## src/design/egx_pkg.sv

```systemverilog
// Package: constants and types for the encrypted guest exit control block
package egx_pkg;
    // ------------------------------------------------------------
    // Exception and register constants
    // ------------------------------------------------------------
    localparam logic [7:0] COMM_EXC_VECTOR = 8'h1D; // Vector 29
    localparam logic [31:0] LOCATOR_MSR_ADDR = 32'hC0010130; // Locator register index
    localparam logic [63:0] LOCATOR_RESET = 64'h0; // Locator reset value
    localparam logic [11:0] VM_CONTROL_BLOCK_LOCATOR_OFS = 12'h0A0; // Locator save slot
    localparam logic [11:0] VM_CONTROL_BLOCK_SAVE_PTR_OFS = 12'h108; // Save-area pointer slot
    localparam logic [11:0] VM_CONTROL_BLOCK_LEGACY_SAVE_OFS = 12'h400; // Unused for encrypted guests
    localparam logic [11:0] VM_CONTROL_BLOCK_EXIT_RAX_OFS = 12'h110; // Exit parameter value slot
    localparam logic [11:0] VM_CONTROL_BLOCK_EXIT_CPL_OFS = 12'h118; // Exit parameter level slot
    localparam int EXIT_PARAM_BIT = 10; // Feature field bit
    localparam int CLEAN_LO = 5; // Clean bits ignored, low end
    localparam int CLEAN_HI = 10; // Clean bits ignored, high end
    localparam int MACHINE_CHECK_REDIRECT_BIT_BIT = 0; // Redirect bit position, arbitrary choice
    // ------------------------------------------------------------
    // Exit codes
    // ------------------------------------------------------------
    localparam logic [63:0] EC_MC = 64'h52;
    localparam logic [63:0] EC_INTR = 64'h60;
    localparam logic [63:0] EC_NMI = 64'h61;
    localparam logic [63:0] EC_SMI = 64'h62;
    localparam logic [63:0] EC_INIT = 64'h63;
    localparam logic [63:0] EC_VINTR = 64'h64;
    localparam logic [63:0] EC_PAUSE = 64'h77;
    localparam logic [63:0] EC_HLT = 64'h78;
    localparam logic [63:0] EC_SHUTDOWN = 64'h7F;
    localparam logic [63:0] EC_FEAT_TRAP = 64'h8F;
    localparam logic [63:0] EC_CR_TRAP_LO = 64'h90;
    localparam logic [63:0] EC_CR_TRAP_HI = 64'h9F;
    localparam logic [63:0] EC_BUSLOCK = 64'hA5;
    localparam logic [63:0] EC_IDLE_HLT = 64'hA6;
    localparam logic [63:0] EC_NPF = 64'h400;
    localparam logic [63:0] EC_GUEST_EXIT = 64'h403;
    localparam logic [63:0] EC_HCALL = 64'h81; // Plain hypervisor call code
    localparam logic [63:0] EC_INVALID = 64'hFFFFFFFFFFFFFFFF; // Minus one
    localparam logic [7:0] VEC_BP = 8'h03; // Vector 3
    localparam logic [7:0] VEC_OF = 8'h04; // Vector 4
    localparam logic [2:0] INJ_SOFT_INT = 3'h4; // Software interrupt type
    // ------------------------------------------------------------
    // Sequencer states
    // ------------------------------------------------------------
    typedef enum logic [3:0] {
        EGX_IDLE = 4'b0000,
        EGX_E_CSUM = 4'b0001,
        EGX_E_XLOAD = 4'b0010,
        EGX_E_GPR = 4'b0011,
        EGX_E_FPU = 4'b0100,
        EGX_GUEST = 4'b0101,
        EGX_X_XSAVE = 4'b0110,
        EGX_X_GPRFPU = 4'b0111,
        EGX_X_CSUM = 4'b1000,
        EGX_X_HLOAD = 4'b1001,
        EGX_X_HGPR = 4'b1010,
        EGX_X_FPRST = 4'b1011,
        EGX_X_DONE = 4'b1100
    } egx_state_type;
    // Step commands toward the memory engine
    typedef enum logic [3:0] {
        EGX_OP_NONE = 4'b0000,
        EGX_OP_CSUM_CHK = 4'b0001,
        EGX_OP_XLOAD_G = 4'b0010,
        EGX_OP_GPR_LD = 4'b0011,
        EGX_OP_FPU_LD = 4'b0100,
        EGX_OP_XSAVE_G = 4'b0101,
        EGX_OP_GPRFPU_SV = 4'b0110,
        EGX_OP_CSUM_ST = 4'b0111,
        EGX_OP_XLOAD_H = 4'b1000,
        EGX_OP_HGPR_LD = 4'b1001,
        EGX_OP_FPU_RST = 4'b1010
    } egx_op_type;
endpackage : egx_pkg

```

## src/design/egx_classify_if.sv

```systemverilog
// Interface: exit classification request and answer
`timescale 1ns/100ps
`default_nettype none
interface egx_classify_if;
    logic [63:0] code; // Exit code to classify
    logic automatic_exit; // Code is on the automatic list
    logic advance_ip; // Hardware advances instruction pointer
    modport req (output code, input automatic_exit, input advance_ip);
    modport rsp (input code, output automatic_exit, output advance_ip);
endinterface : egx_classify_if
`default_nettype wire

```

## src/design/egx_classify.sv

```systemverilog
// Module: combinational exit-code classifier
`timescale 1ns/100ps
`default_nettype none
module egx_classify (
    egx_classify_if.rsp cls
);
    // ------------------------------------------------------------
    // Automatic exit table lookup
    // ------------------------------------------------------------
    always_comb begin
        cls.automatic_exit = 1'b0;
        cls.advance_ip = 1'b0;
        // Instruction exits advance the pointer
        if (cls.code == egx_pkg::EC_PAUSE || cls.code == egx_pkg::EC_HLT ||
            cls.code == egx_pkg::EC_FEAT_TRAP || cls.code == egx_pkg::EC_IDLE_HLT ||
            cls.code == egx_pkg::EC_GUEST_EXIT ||
            (cls.code >= egx_pkg::EC_CR_TRAP_LO && cls.code <= egx_pkg::EC_CR_TRAP_HI)) begin
            cls.automatic_exit = 1'b1;
            cls.advance_ip = 1'b1;
        end else if (cls.code == egx_pkg::EC_MC || cls.code == egx_pkg::EC_INTR ||
            cls.code == egx_pkg::EC_NMI || cls.code == egx_pkg::EC_SMI ||
            cls.code == egx_pkg::EC_INIT || cls.code == egx_pkg::EC_VINTR ||
            cls.code == egx_pkg::EC_SHUTDOWN || cls.code == egx_pkg::EC_BUSLOCK ||
            cls.code == egx_pkg::EC_NPF || cls.code[63:2] == 62'h3FFFFFFFFFFFFFFF) begin
            cls.automatic_exit = 1'b1;
        end
    end
endmodule : egx_classify
`default_nettype wire

```

## src/design/egx_exit_ctrl.sv

```systemverilog
// Module: encrypted guest entry, exit and exception control sequencer
`timescale 1ns/100ps
`default_nettype none
module egx_exit_ctrl (
    input wire logic clk_i,
    input wire logic rst_i,
    // Entry request from the world-switch front end
    input wire logic entry_req_i,
    input wire logic encrypted_i,
    input wire logic [63:0] feature_field_i,
    input wire logic [63:0] save_ptr_i,
    input wire logic [31:0] clean_bits_i,
    input wire logic inject_valid_i,
    input wire logic [2:0] inject_type_i,
    input wire logic [7:0] inject_vector_i,
    input wire logic [63:0] vm_control_block_locator_i,
    // Step engine handshake
    output logic [3:0] step_op_o,
    output logic [63:0] step_addr_o,
    input wire logic step_done_i,
    input wire logic step_fault_i,
    input wire logic csum_ok_i,
    // Guest events
    input wire logic exit_event_i,
    input wire logic [63:0] exit_code_i,
    input wire logic guest_exit_insn_i,
    input wire logic [63:0] guest_rax_i,
    input wire logic [1:0] guest_cpl_i,
    input wire logic reg_write_trap_i,
    input wire logic [63:0] reg_new_value_i,
    input wire logic feat_write_i,
    input wire logic [63:0] feat_write_value_i,
    input wire logic smi_i,
    input wire logic smi_is_mc_i,
    input wire logic gi_enable_i,
    // Locator register access
    input wire logic msr_rd_i,
    input wire logic msr_wr_i,
    input wire logic [31:0] msr_addr_i,
    input wire logic [63:0] msr_wdata_i,
    output logic [63:0] msr_rdata_o,
    output logic gp_fault_o,
    // Results
    output logic guest_mode_o,
    output logic comm_exc_o,
    output logic [7:0] comm_exc_vector_o,
    output logic [63:0] comm_exc_error_o,
    output logic hcall_o,
    output logic vmexit_o,
    output logic [63:0] vmexit_code_o,
    output logic [63:0] exit_info_first_o,
    output logic advance_ip_o,
    output logic param_wr_o,
    output logic [63:0] param_rax_o,
    output logic [1:0] param_cpl_o,
    output logic [63:0] vm_control_block_locator_o,
    output logic full_reload_o,
    output logic feat_wr_o,
    output logic [63:0] feat_wr_value_o,
    output logic feat_wr_mask_enable_o,
    output logic smi_pending_o,
    output logic smi_service_o
);
    // ------------------------------------------------------------
    // State record
    // ------------------------------------------------------------
    typedef struct packed {
        egx_pkg::egx_state_type st; // Sequencer state
        logic enc; // Running guest is encrypted
        logic [63:0] locator; // Communication page locator
        logic [63:0] save_ptr; // Host-physical save area pointer
        logic [63:0] code; // Pending exit code
        logic [63:0] info1; // Pending first info field
        logic adv; // Pending pointer advance
        logic smi_pend; // SMI waiting for interrupts
        logic smi_svc; // Service pulse
        logic exc; // Exception pulse
        logic [63:0] exc_err; // Exception error code
        logic hcall; // Hypervisor call pulse
        logic vmexit; // Exit pulse
        logic [63:0] vcode; // Reported exit code
        logic [63:0] vinfo; // Reported info field
        logic vadv; // Reported advance
        logic pwr; // Parameter write pulse
        logic [63:0] prax; // Parameter value
        logic [1:0] pcpl; // Parameter level
        logic gp; // Fault pulse
        logic [63:0] rdata; // Read data
        logic reload; // Full reload marker
        logic fwr; // Feature write pulse
        logic [63:0] fval; // Feature value
    } egx_ctrl_type;

    egx_ctrl_type s_q;
    egx_ctrl_type s_d;
    egx_classify_if cls_if ();

    // Classifier for the incoming exit code
    egx_classify u_classify (
        .cls(cls_if)
    );
    assign cls_if.code = exit_code_i;

    // Injection forbidden in encrypted guests
    function automatic logic bad_inject(input logic v, input logic [2:0] t,
                                        input logic [7:0] vec);
        bad_inject = v && (t == egx_pkg::INJ_SOFT_INT ||
                           vec == egx_pkg::VEC_BP || vec == egx_pkg::VEC_OF);
    endfunction : bad_inject

    // Start an exit sequence with code, info and advance
    function automatic egx_ctrl_type begin_exit(input egx_ctrl_type x, input logic [63:0] c,
                                                input logic [63:0] i, input logic a);
        egx_ctrl_type y;
        y = x;
        y.code = c;
        y.info1 = i;
        y.adv = a;
        y.st = egx_pkg::EGX_X_XSAVE;
        begin_exit = y;
    endfunction : begin_exit

    // ------------------------------------------------------------
    // Next-state logic
    // ------------------------------------------------------------
    always_comb begin
        s_d = s_q;
        s_d.smi_svc = 1'b0;
        s_d.exc = 1'b0;
        s_d.hcall = 1'b0;
        s_d.vmexit = 1'b0;
        s_d.pwr = 1'b0;
        s_d.gp = 1'b0;
        s_d.fwr = 1'b0;
        // SMI latch: set wins over service
        if (s_q.smi_pend && gi_enable_i && s_q.st == egx_pkg::EGX_IDLE) begin
            s_d.smi_pend = 1'b0;
            s_d.smi_svc = 1'b1;
        end
        // Locator access, guest mode only
        if ((msr_rd_i || msr_wr_i) && msr_addr_i == egx_pkg::LOCATOR_MSR_ADDR) begin
            if (s_q.st != egx_pkg::EGX_GUEST) begin
                s_d.gp = 1'b1;
            end else if (msr_wr_i) begin
                s_d.locator = msr_wdata_i;
            end else begin
                s_d.rdata = s_q.locator;
            end
        end
        case (s_q.st)
            egx_pkg::EGX_IDLE: begin
                if (entry_req_i) begin
                    s_d.enc = encrypted_i;
                    s_d.locator = vm_control_block_locator_i;
                    s_d.save_ptr = save_ptr_i;
                    // Encrypted guests mark a full host state reload; plain guests leave the rest to the hypervisor
                    s_d.reload = encrypted_i;
                    if (!encrypted_i) begin
                        s_d.st = egx_pkg::EGX_GUEST;
                    end else if (bad_inject(inject_valid_i, inject_type_i, inject_vector_i)) begin
                        s_d.vmexit = 1'b1;
                        s_d.vcode = egx_pkg::EC_INVALID;
                        s_d.vinfo = 64'h0;
                        s_d.vadv = 1'b0;
                    end else begin
                        s_d.st = egx_pkg::EGX_E_CSUM;
                    end
                end
            end
            egx_pkg::EGX_E_CSUM, egx_pkg::EGX_E_XLOAD, egx_pkg::EGX_E_GPR,
            egx_pkg::EGX_E_FPU: begin
                if (step_fault_i || (s_q.st == egx_pkg::EGX_E_CSUM && step_done_i && !csum_ok_i)) begin
                    s_d.st = egx_pkg::EGX_IDLE;
                    s_d.vmexit = 1'b1;
                    s_d.vcode = egx_pkg::EC_INVALID;
                    s_d.vinfo = 64'h0;
                    s_d.vadv = 1'b0;
                end else if (step_done_i) begin
                    s_d.st = egx_pkg::egx_state_type'(4'(s_q.st + 4'h1));
                end
            end
            egx_pkg::EGX_GUEST: begin
                // Whole value passes; feat_wr_mask_enable_o asks for the enable bit mask in encrypted guests
                if (feat_write_i) begin
                    s_d.fwr = 1'b1;
                    s_d.fval = feat_write_value_i;
                end
                if (guest_exit_insn_i && !s_q.enc) begin
                    s_d.hcall = 1'b1;
                    if (exit_event_i && exit_code_i == egx_pkg::EC_HCALL) begin
                        s_d.st = egx_pkg::EGX_IDLE;
                        s_d.vmexit = 1'b1;
                        s_d.vcode = egx_pkg::EC_HCALL;
                        s_d.vinfo = 64'h0;
                        s_d.vadv = 1'b0;
                    end
                end else if (s_q.enc && smi_i) begin
                    // Forced regardless of intercept
                    s_d.smi_pend = 1'b1;
                    s_d = begin_exit(s_d, egx_pkg::EC_SMI,
                        {63'h0, smi_is_mc_i}, 1'b0);
                end else if (s_q.enc && guest_exit_insn_i) begin
                    s_d = begin_exit(s_d, egx_pkg::EC_GUEST_EXIT, 64'h0, 1'b1);
                    if (feature_field_i[egx_pkg::EXIT_PARAM_BIT]) begin
                        s_d.pwr = 1'b1;
                        s_d.prax = guest_rax_i;
                        s_d.pcpl = guest_cpl_i;
                    end
                end else if (s_q.enc && reg_write_trap_i) begin
                    // Write already retired; value travels in info field
                    s_d = begin_exit(s_d, exit_code_i, reg_new_value_i, 1'b1);
                end else if (exit_event_i) begin
                    if (!s_q.enc) begin
                        s_d.st = egx_pkg::EGX_IDLE;
                        s_d.vmexit = 1'b1;
                        s_d.vcode = exit_code_i;
                        s_d.vinfo = 64'h0;
                        s_d.vadv = 1'b0;
                    end else if (cls_if.automatic_exit) begin
                        s_d = begin_exit(s_d, exit_code_i, 64'h0, cls_if.advance_ip);
                    end else begin
                        s_d.exc = 1'b1;
                        s_d.exc_err = exit_code_i;
                    end
                end
            end
            egx_pkg::EGX_X_XSAVE, egx_pkg::EGX_X_GPRFPU, egx_pkg::EGX_X_CSUM,
            egx_pkg::EGX_X_HLOAD, egx_pkg::EGX_X_HGPR, egx_pkg::EGX_X_FPRST: begin
                if (step_done_i) begin
                    s_d.st = egx_pkg::egx_state_type'(4'(s_q.st + 4'h1));
                end
            end
            egx_pkg::EGX_X_DONE: begin
                s_d.st = egx_pkg::EGX_IDLE;
                s_d.vmexit = 1'b1;
                s_d.vcode = s_q.code;
                s_d.vinfo = s_q.info1;
                s_d.vadv = s_q.adv;
                s_d.reload = 1'b0;
            end
            default: begin
                s_d.st = egx_pkg::EGX_IDLE;
            end
        endcase
    end

    // ------------------------------------------------------------
    // State register
    // ------------------------------------------------------------
    always_ff @(posedge clk_i or posedge rst_i) begin
        if (rst_i) begin
            s_q <= '0;
            s_q.st <= egx_pkg::EGX_IDLE;
            s_q.locator <= egx_pkg::LOCATOR_RESET;
        end else begin
            s_q <= s_d;
        end
    end

    // ------------------------------------------------------------
    // Step command decode
    // ------------------------------------------------------------
    always_comb begin
        case (s_q.st)
            egx_pkg::EGX_E_CSUM: step_op_o = egx_pkg::EGX_OP_CSUM_CHK;
            egx_pkg::EGX_E_XLOAD: step_op_o = egx_pkg::EGX_OP_XLOAD_G;
            egx_pkg::EGX_E_GPR: step_op_o = egx_pkg::EGX_OP_GPR_LD;
            egx_pkg::EGX_E_FPU: step_op_o = egx_pkg::EGX_OP_FPU_LD;
            egx_pkg::EGX_X_XSAVE: step_op_o = egx_pkg::EGX_OP_XSAVE_G;
            egx_pkg::EGX_X_GPRFPU: step_op_o = egx_pkg::EGX_OP_GPRFPU_SV;
            egx_pkg::EGX_X_CSUM: step_op_o = egx_pkg::EGX_OP_CSUM_ST;
            egx_pkg::EGX_X_HLOAD: step_op_o = egx_pkg::EGX_OP_XLOAD_H;
            egx_pkg::EGX_X_HGPR: step_op_o = egx_pkg::EGX_OP_HGPR_LD;
            egx_pkg::EGX_X_FPRST: step_op_o = egx_pkg::EGX_OP_FPU_RST;
            default: step_op_o = egx_pkg::EGX_OP_NONE;
        endcase
    end

    // Save area always via pointer, encrypted key implied
    assign step_addr_o = s_q.save_ptr;
    assign msr_rdata_o = s_q.rdata;
    assign gp_fault_o = s_q.gp;
    assign guest_mode_o = (s_q.st == egx_pkg::EGX_GUEST);
    assign comm_exc_o = s_q.exc;
    assign comm_exc_vector_o = egx_pkg::COMM_EXC_VECTOR;
    assign comm_exc_error_o = s_q.exc_err;
    assign hcall_o = s_q.hcall;
    assign vmexit_o = s_q.vmexit;
    assign vmexit_code_o = s_q.vcode;
    assign exit_info_first_o = s_q.vinfo;
    assign advance_ip_o = s_q.vadv;
    assign param_wr_o = s_q.pwr;
    assign param_rax_o = s_q.prax;
    assign param_cpl_o = s_q.pcpl;
    assign vm_control_block_locator_o = s_q.locator;
    assign full_reload_o = s_q.reload;
    assign feat_wr_o = s_q.fwr;
    assign feat_wr_value_o = s_q.fval;
    assign feat_wr_mask_enable_o = s_q.enc;
    assign smi_pending_o = s_q.smi_pend;
    assign smi_service_o = s_q.smi_svc;
endmodule : egx_exit_ctrl
`default_nettype wire

```

## config.mk

```make
export PLATFORM = sky130hd
export DESIGN_NAME = egx_exit_ctrl
export DESIGN_NICKNAME = d
export VERILOG_FILES = /design/src/design/egx_pkg.sv /design/src/design/egx_classify_if.sv /design/src/design/egx_classify.sv /design/src/design/egx_exit_ctrl.sv
export SDC_FILE = /design/constraint.sdc
export NUM_CORES = 1
export LEC_CHECK = 0
export BUFFER_PORTS_ARGS = -buffer_cell sky130_fd_sc_hd__buf_2
export CORE_AREA = 2 2 443 445
export CTS_CLUSTER_SIZE = 16
export DETAILED_ROUTE_END_ITERATION = 10
export DIE_AREA = 0 0 445 447
export PLACE_DENSITY = 0.36
export SYNTH_ARGS = -nofsm -noshare
export SYNTH_HDL_FRONTEND = slang
export SYNTH_SLANG_ARGS = --single-unit
```

## constraint.sdc

```tcl
create_clock -name clk_i -period 45.4 [get_ports clk_i]
set_input_delay 9.08 -clock clk_i [delete_from_list [all_inputs] [get_ports clk_i]]
set_output_delay 9.08 -clock clk_i [all_outputs]
set_load 0.02 [all_outputs]
```

== Word level (Yosys, flattened, before mapping) ==
Memory sizes are Yosys's and may differ from the RTL's.
Cells that the tools add are included.
Cells by class
  add/subtract/negate cells: 1
  magnitude comparators: 2
  equality and inequality tests: 51
  muxes and demuxes: 45
  bitwise operators: 6
  reduce and logical (&&, ||, !) cells: 49
Operator list (count)
  658-bit two-way mux: 4
  130-bit two-way mux: 6
  64-bit by 7-bit equality test with 1-bit output (second input constant): 9
  130-bit case mux with 4 select lines: 1
  326-bit two-way mux: 1
  325-bit two-way mux: 1
  64-bit two-way mux: 5
  264-bit two-way mux: 1
  65-bit two-way mux: 4
  129-bit case mux with 2 select lines: 1
  64-bit by 8-bit equality test with 1-bit output (second input constant): 4
  198-bit two-way mux: 1
  133-bit two-way mux: 1
  132-bit two-way mux: 1
  131-bit two-way mux: 1
  64-bit by 11-bit equality test with 1-bit output (second input constant): 2
  68-bit two-way mux: 1
  67-bit two-way mux: 1
  64-bit by 8-bit >= comparator with 1-bit output (second input constant): 1
  64-bit by 8-bit less-or-equal comparator with 1-bit output (second input constant): 1
  62-bit equality test (second input constant): 1
  32-bit equality test (second input constant): 1
  4-bit two-way mux: 7
  4-bit equality test (second input constant): 5
  32 further kinds: 93
Word-level totals
  register bits: 658
  memory bits (read-only): 64
  bits of input ports: 606
  output and inout port bits: 538
  word-level logic and storage cells: 179
  memories: 1
Memories
  (name not given): depth 16, width 4, read ports 1, clocked after memory_dff 0, wr ports 0, line egx_exit_ctrl.sv:264  | case (s_q.st)

== Longest topological paths before layout ==
Gate-level depths: netlist of run 1.
  depth after elaboration: 20
  gate-level depth with buffers: 12
  mapped depth without buffers: 9

== Modules after synthesis ==
A second synthesis of run 1 with hierarchy kept.
Second synthesis, totals
  cells, all modules: 2786
  area total of the unflattened synthesis: 31084.8 sq um
Modules (own cells, without submodules)
  egx_exit_ctrl: instances 1, cells an instance 2714, area each 30624.4 sq um, sequential area each 16465.8 sq um
  egx_classify: instances 1, cells an instance 72, area each 460.4 sq um, sequential area each 0.0 sq um

== Worst setup path after synthesis of run 1 ==
No wires, ideal clock.
  path type: input port to flip-flop
  from: input port exit_code_i[2]
  to: register s_q, in the netlist comm_exc_error_o[10]
  library setup time: 0.125 ns
  arrival: 11.070 ns
  slack: 34.205 ns
  stages: 10
  buffers on the path: 3
  cells stage by stage: buf_4 -> a41oi_1 -> nor4b_1 -> a211o_1 -> a2111oi_4 -> o211ai_2 -> nor2b_4 -> buf_8 -> buf_12 -> mux2_4
On the way
  cells in the longest elaborated chain, start to end: 14
  elaborated cells on any way between the ends: 36
  classes of those cells: order compare: 2; eq/ne: 15; mux: 2; bitwise: 1; reduce/logical: 16
Ends and longest elaborated chain
  start, declared: line egx_exit_ctrl.sv:25  | input wire logic [63:0] exit_code_i,
  parallel branches: the longest is 11 deep, another holds 64-bit by 8-bit >= comparator with 1-bit output
  1-bit two-way mux (*): line egx_classify.sv:14  | if (cls.code == egx_pkg::EC_PAUSE || cls.code == egx_pkg::EC_HLT ||
  1-bit inverter (no line) (*)
  8-bit AND reduction (no line) (*)
  end, declared: line egx_exit_ctrl.sv:94  | egx_ctrl_type s_q;
Mark *: on every way between the ends.
A chain may end at the register's enable or synchronous reset.

== Worst setup path in the final report of run 1 ==
  from: input port exit_code_i[49]
  to: register s_q, in the netlist comm_exc_error_o[51]
Same word-level chain as after synthesis.

==> results of run 1 <==
-- layout make-up --
class | instances | area (sq um) | area share
inverters | 134 | 510.5 | 0.01334
clock inverters | 25 | 285.3 | 0.007455
multi-input cells | 1364 | 9936 | 0.2597
repair buffers | 1069 | 5435 | 0.1420
diodes | 8 | 20.02 | 0.0005232
flip-flops and latches | 658 | 16470 | 0.4303
clock buffers | 123 | 2432 | 0.06356
well taps | 2542 | 3181 | 0.08312
-- per-layer routing --
layer | wire length, um | vias to the layer above
met5 | 147 | -
met4 | 3836 | 24
met3 | 8937 | 216
met2 | 64610 | 702
met1 | 48080 | 10700
li1 | - | 9943
-- registers in the layout, indices dropped and copies added (netlist names), named ones only --
signal                      count
feat_wr_mask_enable_o           1
smi_pending_o                   1
param_rax_o                    64
param_cpl_o                     2
full_reload_o                   1
msr_rdata_o                    64
comm_exc_error_o               64
comm_exc_o                      1
hcall_o                         1
vmexit_code_o                  64
smi_service_o                   1
vmexit_o                        1
vm_control_block_locator_o     64
s_q                           133
gp_fault_o                      1
param_wr_o                      1
exit_info_first_o              64
feat_wr_o                       1
step_addr_o                    64
advance_ip_o                    1
-- synthesized netlist by cell type (14+ instances only) --
cell	number	area [sq um]
mux2_4	49	735.7
dfrtp_1	658	16470
a221oi_1	62	543.0
a22o_1	66	578.1
nand4_1	18	112.6
buf_4	525	3941
mux2_2	209	2354
clkbuf_1	96	360.4
nor4_1	21	131.4
mux2i_1	187	1872
nand2_1	476	1787
o21ai_0	130	650.6
nor2_1	14	52.55
inv_1	133	499.2
buf_2	35	175.2
-- cell families (layout without fill, tap and decap cells) --
family	count (synthesis)	in the layout	share of synthesized area
XOR/XNOR	3	3	0.0008357
flip-flops	658	658	0.5236
buffers and inverters	808	1351	0.1646
AND/OR/NAND/NOR	588	588	0.07989
multiplexers	450	450	0.1595
adder cells (fa/ha/maj)	4	4	0.001592
other	2	16	0.0002388
AO/OA/AOI/OAI	311	311	0.06967
-- final timing paths --
kind / to / cells past startpoint
setup / recovery: comm_exc_error_o[51]$_DFFE_PP0P_ / 9
hold / removal: step_addr_o[8]$_DFFE_PP0P_ / 2
setup reg to reg: comm_exc_error_o[51]$_DFFE_PP0P_ / 10
hold reg to reg: step_addr_o[8]$_DFFE_PP0P_ / 2
max in group asynchronous: exit_info_first_o[15]$_DFFE_PP0P_ / 5
min in group asynchronous: asynchronous set/reset pin / 2
-- power by group --
part / switching [uW] / total, uW / internal (uW) / leakage, uW
registers: 121 / 904 / 783 / 0.00829
clock network: 289 / 680 / 390 / 0.00132
logic: 561 / 841 / 281 / 0.0108
total: 971 / 2420 / 1450 / 0.0204
-- through the flow --
stage | setup WS, ns | instance area (sq um) | utilization | std cells
after floorplan | 17.88 | 31470 | - | 2830
after CTS | 32.85 | 38250 | 0.1970 | 5915
after global placement | 31.95 | 35530 | 0.1830 | 5767
after detailed placement | 32.03 | 35530 | 0.1830 | 5767
after global routing | 32.58 | 38260 | 0.1970 | 5920
final | 32.73 | 38270 | 0.1971 | 5923
-- worst max-delay path, stage by stage --
cell,delay [ns]
buf_2,0.17
nor4_1,0.44
nand4_1,0.33
nor3_2,0.41
nand3_1,0.18
a211oi_2,0.48
nor2b_4,0.95
buf_4,0.76
mux2_2,0.41
==> results.txt, run 1 <==
Overall power: 2425 uW
Tcrit/Tclk final: 0.2791
Synth unique cells: 74
Reported max-cap violation count: 0
Clock sink total: 658
Normalized max-slew margin: 0.2865
Grt met2 use: 0.2146
Pins Over Slew Limit: 0
Root Driver: clkbuf_16
DIE HEIGHT: 447 um
Sequential fraction of the synthesis area: 0.5236
Final ANT Viol Nets: 0
First-pass GRT wire length: 173000 um
CP Class: input pin to flip-flop
Total GRT Usage: 0.1213
Post-CTS setup buffers: 0
Worst slew pin tran: 1.068 ns
Iteration-0 DRC Markers: 1166
Largest net degree at the start of global routing: 123
Fmax achieved: 78.92 MHz
Vias: 21580
Most frequent cells in the layout: 1040 x buf_2, 658 x dfrtp_1, 473 x nand2_1
Most common cell after layout, fill and taps aside: buf_2
Pre-antenna DRT Iters: 5
Detailed Place HPWL: 93590 um
Port Buffer Count: 1040
Power density over cell area: 63.37 nW/um^2
I/O pins: 1144
WL per Instance: 21.21 um
Gr busiest metal: met2
Initial Util: 0.1620
Final TNS setup: 0 ns
Die width: 445 um
Max FO, Critical Path: 44
RSZ-0062 raised after global routing: no
Data arrival, critical path: 13.28 ns
GP Congestion: 0.7910
Worst R2R Start: s_q[655]$_DFFE_PP0P_
Element type at the critical path start: input pin
EDFF count, synth: 0
Final #Nets: 3923
Number of fill cells: 21540
Clock slew at reported path FFs: 0.06 ns
Worst EP required: 46.00 ns
GR met1 Demand/Resource: 0.1359
Grt total ovfl: 0
Seq cells post-synth: 658
Later-pin clock latency in the skew report: 0.72 ns
Synth-to-Final Area Change: 21.68%
CTS hold repair buffers: 0
Setup violation total in the final timing report: 0
Post-route minimum period: 12.67 ns
Clock skew: 0.02717 ns
R2R Setup Slk: 40.97 ns
CP Capture Type: flip-flop
GRT met3 Usage: 0.03799
Hold wc startpoint: step_addr_o[8]$_DFFE_PP0P_
PostCTS Resize Cnt: 0
DR vias/cell: 3.644
Pleak: 0.02041 uW
Vias in the first global route: 21880
Synth warn: 0
H-tree depth: 3
Total CTS buffers: 86
CTS tree: yes
Worst VDD drop: 0.03387 mV
Syn Std Cell Area: 31450 sq um
Ys flop type: dfrtp_1
DRC Markers: 0
Outcome: complete, no violations
Critical Path Start: exit_code_i[49]
Core ar.: 194200 sq um
Hold slack final: 0.4668 ns
Post-synthesis average cell area: 11.14 sq um
Worst Hold Class: flip-flop to flip-flop
Final hold vios: 0
Routed wire length: 125600 um
Maximum clock insertion buffer count: 3
Synth Instances: 2824
Initial antenna violation count: 50
Num rows: 162
Share of cells above drive strength 1: 0.4376
FFs w/ async S/R, synth: 1.000
Total Die Area: 198900 sq um
No activity file was read; power rests on OpenSTA's default activity.
==> inputs of run 2 (changes only) <==
- ABC_AREA: default -> 1
- CORE_AREA: 2 2 443 445 -> 2 2 441 443
- DIE_AREA: 0 0 445 447 -> 0 0 443 445
- PLACE_DENSITY: 0.36 -> 0.37
- clock period: 45.4 -> 12 ns (I/O delays scaled with it)
==> run 2 against run 1 <==
Combinational power grew to 4.4 times the previous value. Worst setup slack lost 26 ns. Count of clock-buffer cells in the layout is the same. Sequential share of layout area shrank 1.8 points. Total power grew to 4.0 times the previous value. Largest cell class unchanged. Synthesized cell count grew 49%. Core utilization grew 1.1 points. Register-to-register slack lost 34 ns. Die area shrank 0.89%. Final cell count grew 22%. Sequential power grew to 3.5 times the previous value. Routed wire length grew 8.9%.
==> results.txt, run 2 <==
Worst VDD drop: 0.1205 mV (+260%)
Sequential fraction of the synthesis area: 0.4982 (-0.02537)
Initial antenna violation count: 39 (-22%)
Synth Instances: 4200 (+49%)
Inst Count DP: 7068 (+23%)
Slowest-stage cell, CP: buf_4
Detailed Place HPWL: 96830 um (+3.5%)
Worst-path cell chain: buf_2, nor2_1, nand4_1, nor2_1, nand3_1, nor2_1, nand2_1, nand2_1, inv_1, nor2_4, buf_4, inv_6, buf_4, nand2_1, nand2_1
WL per Instance: 18.88 um (-11%)
Final ANT Viol Nets: 0 (unchanged)
Clock sink total: 658 (unchanged)
Most frequent cells in the layout: 1948 x nand2_1, 1039 x buf_2, 658 x dfrtp_1
Overall power: 9699 uW (+300%)
Worst Hold Class: flip-flop to flip-flop
Iteration-0 DRC Markers: 1935 (+66%)
First-pass GRT wire length: 196600 um (+14%)
Core ar.: 192000 sq um (-1.1%)
PostCTS Resize Cnt: 0 (unchanged)
Post-CTS setup buffers: 0 (unchanged)
Utilization after layout: 0.2081 (+0.01100)
DRC Markers: 0 (unchanged)
Num rows: 161 (-0.62%)
Normalized max-slew margin: 0.2714 (-0.01511)
Syn Std Cell Area: 33050 sq um (+5.1%)
CTS tree: yes
Share of cells above drive strength 1: 0.2676 (-0.1700)
Vias in the first global route: 26560 (+21%)
Total CTS buffers: 88 (+2.3%)
Largest net degree at the start of global routing: 132 (+7.3%)
Hold slack final: 0.4614 ns (-0.005378 ns)
Pre-antenna DRT Iters: 6 (+1)
Pins Over Slew Limit: 0 (unchanged)
Max FO, Critical Path: 69 (+57%)
CP max stage delay: 0.71 ns (-0.24 ns)
Synth top area cells: dfrtp_1 50%, nand2_1 22%, buf_4 12%
R2R Setup Slk: 7.40 ns (-33.57 ns)
Maximum clock insertion buffer count: 3 (unchanged)
FFs w/ async S/R, synth: 1.000 (unchanged)
CTS hold repair buffers: 0 (unchanged)
H-tree depth: 3 (unchanged)
Post-synth top area share: 0.4982 (-0.02537)
Element type at the critical path start: input pin
Pleak: 0.02113 uW (+3.5%)
DIE HEIGHT: 445 um (-0.45%)
Post-route minimum period: 5.636 ns
Crit path buffers/inverters: 5 (+3)
Synth top cells by count: 1949 x nand2_1, 658 x dfrtp_1, 538 x buf_4
Ys flop type: dfrtp_1
Critical path's most frequent cell: nand2_1
Final hold vios: 0 (unchanged)
Grt total ovfl: 0 (unchanged)
GP Congestion: 0.8395 (+6.1%)
Synth-to-Final Area Change: 20.86%
Clock skew: 0.01954 ns (-0.007632 ns)
Top-count cell post-synth: nand2_1
Final TNS setup: 0 ns (unchanged)
Port Buffer Count: 1040 (unchanged)
Setup violation total in the final timing report: 0 (unchanged)
Synth unique cells: 43 (-42%)
Worst slew pin tran: 1.093 ns (+0.02493 ns)
Tcrit/Tclk final: 0.4696
Most flops, register: s_q
Later-pin clock latency in the skew report: 0.72 ns (about the same)
Fmax achieved: 177.4 MHz
Worst EP required: 12.60 ns (-33.40 ns)
Clock slew at reported path FFs: 0.06 ns (about the same)
I/O pins: 1144 (unchanged)
Data arrival, critical path: 6.23 ns (-7.05 ns)
Power density over cell area: 242.8 nW/um^2 (+280%)
RSZ-0062 raised after global routing: no
CP Class: input pin to flip-flop
Vias: 27730 (+28%)
Synth warn: 0 (unchanged)
Total Die Area: 197100 sq um (-0.89%)
Fin cells: 7245 (+22%)
Outcome: complete, no violations
DR vias/cell: 3.828 (+5.0%)
Reported max-cap violation count: 0 (unchanged)
EDFF count, synth: 0 (unchanged)
Seq cells post-synth: 658 (unchanged)
Post-synthesis average cell area: 7.869 sq um (-29%)
Routed wire length: 136800 um (+8.9%)
CP Capture Type: flip-flop
Initial Util: 0.1722 (+0.01020)
Die width: 443 um (-0.45%)
Final #Nets: 5242 (+34%)
Top cell type by total area after synthesis: dfrtp_1
Largest delay contributor family on the critical path: buffers and inverters
Largest register FFs: 133 (unchanged)
Total GRT Usage: 0.1343 (+0.01299)
Root Driver: clkbuf_16
Most common cell after layout, fill and taps aside: nand2_1
run 2: power breakdown:
part	leakage, uW	internal (uW)	switching, uW
Combinational	0.0109	1010	2730
Clock	0.00150	1660	1140
Sequential	0.00870	2840	318
run 2: metal layers:
layer	up-vias	GRT usage	wire, um
li1	13500	-	-
met1	13210	0.1600	55360
met2	841	0.2333	68360
met3	171	0.03824	9782
met4	12	0.03952	3208
met5	-	0	76
run 2: path summary, 6_finish.rpt:
path / start / to / depth (start not counted)
max: exit_code_i[33] / exit_info_first_o[33]$_DFFE_PP0P_ / 15
max reg2reg: s_q[654]$_DFFE_PP0P_ / exit_info_first_o[33]$_DFFE_PP0P_ / 16
min in group asynchronous: rst_i / exit_info_first_o[23]$_DFFE_PP0P_ / 3
min: step_addr_o[1]$_DFFE_PP0P_ / step_addr_o[1]$_DFFE_PP0P_ / 2
min reg2reg: step_addr_o[1]$_DFFE_PP0P_ / step_addr_o[1]$_DFFE_PP0P_ / 2
max in group asynchronous: rst_i / vm_control_block_locator_o[41]$_DFF_PP0_ / 5
run 2: final cells by class:
type	instances	area, sq um
Multi-Input combinational cell	2683	11250
Timing Repair Buffer	1075	5520
Clock buffer	123	2546
Sequential cell	658	16470
Antenna cell	14	35.03
Clock inverter	40	476.7
Tap cell	2526	3161
Inverter	126	489.2
Fill cell	21700	152000
run 2: kinds of logic after synthesis:
group | Yosys count | synth area share
simple gates | 2147 | 0.2498
buf+inv | 865 | 0.1639
flops | 658 | 0.4982
compound gates | 520 | 0.08526
fa+ha+maj | 4 | 0.001514
xor+xnor | 3 | 0.0007952
other cells | 2 | 0.0002272
mux | 1 | 0.0003029
run 2: per-stage QoR:
step,worst slack (ns),cell area (sq um)
CTS,6.354,39910
detailed placement,5.523,36880
global placement,5.528,36880
global route,6.101,39920
floorplan,0.6055,33080
finish,6.364,39940
run 2: worst reg2reg max path, delay by kind of cell, from the launching register on:
| family | cells | cell delay (ns) |
|---|---|---|
| buffers and inverters | 7 | 2.91 |
| AND/OR/NAND/NOR | 7 | 0.76 |
| flip-flops | 1 | 0.46 |
| adder cells (fa/ha/maj) | 1 | 0.28 |
| AO/OA/AOI/OAI | 1 | 0.09 |
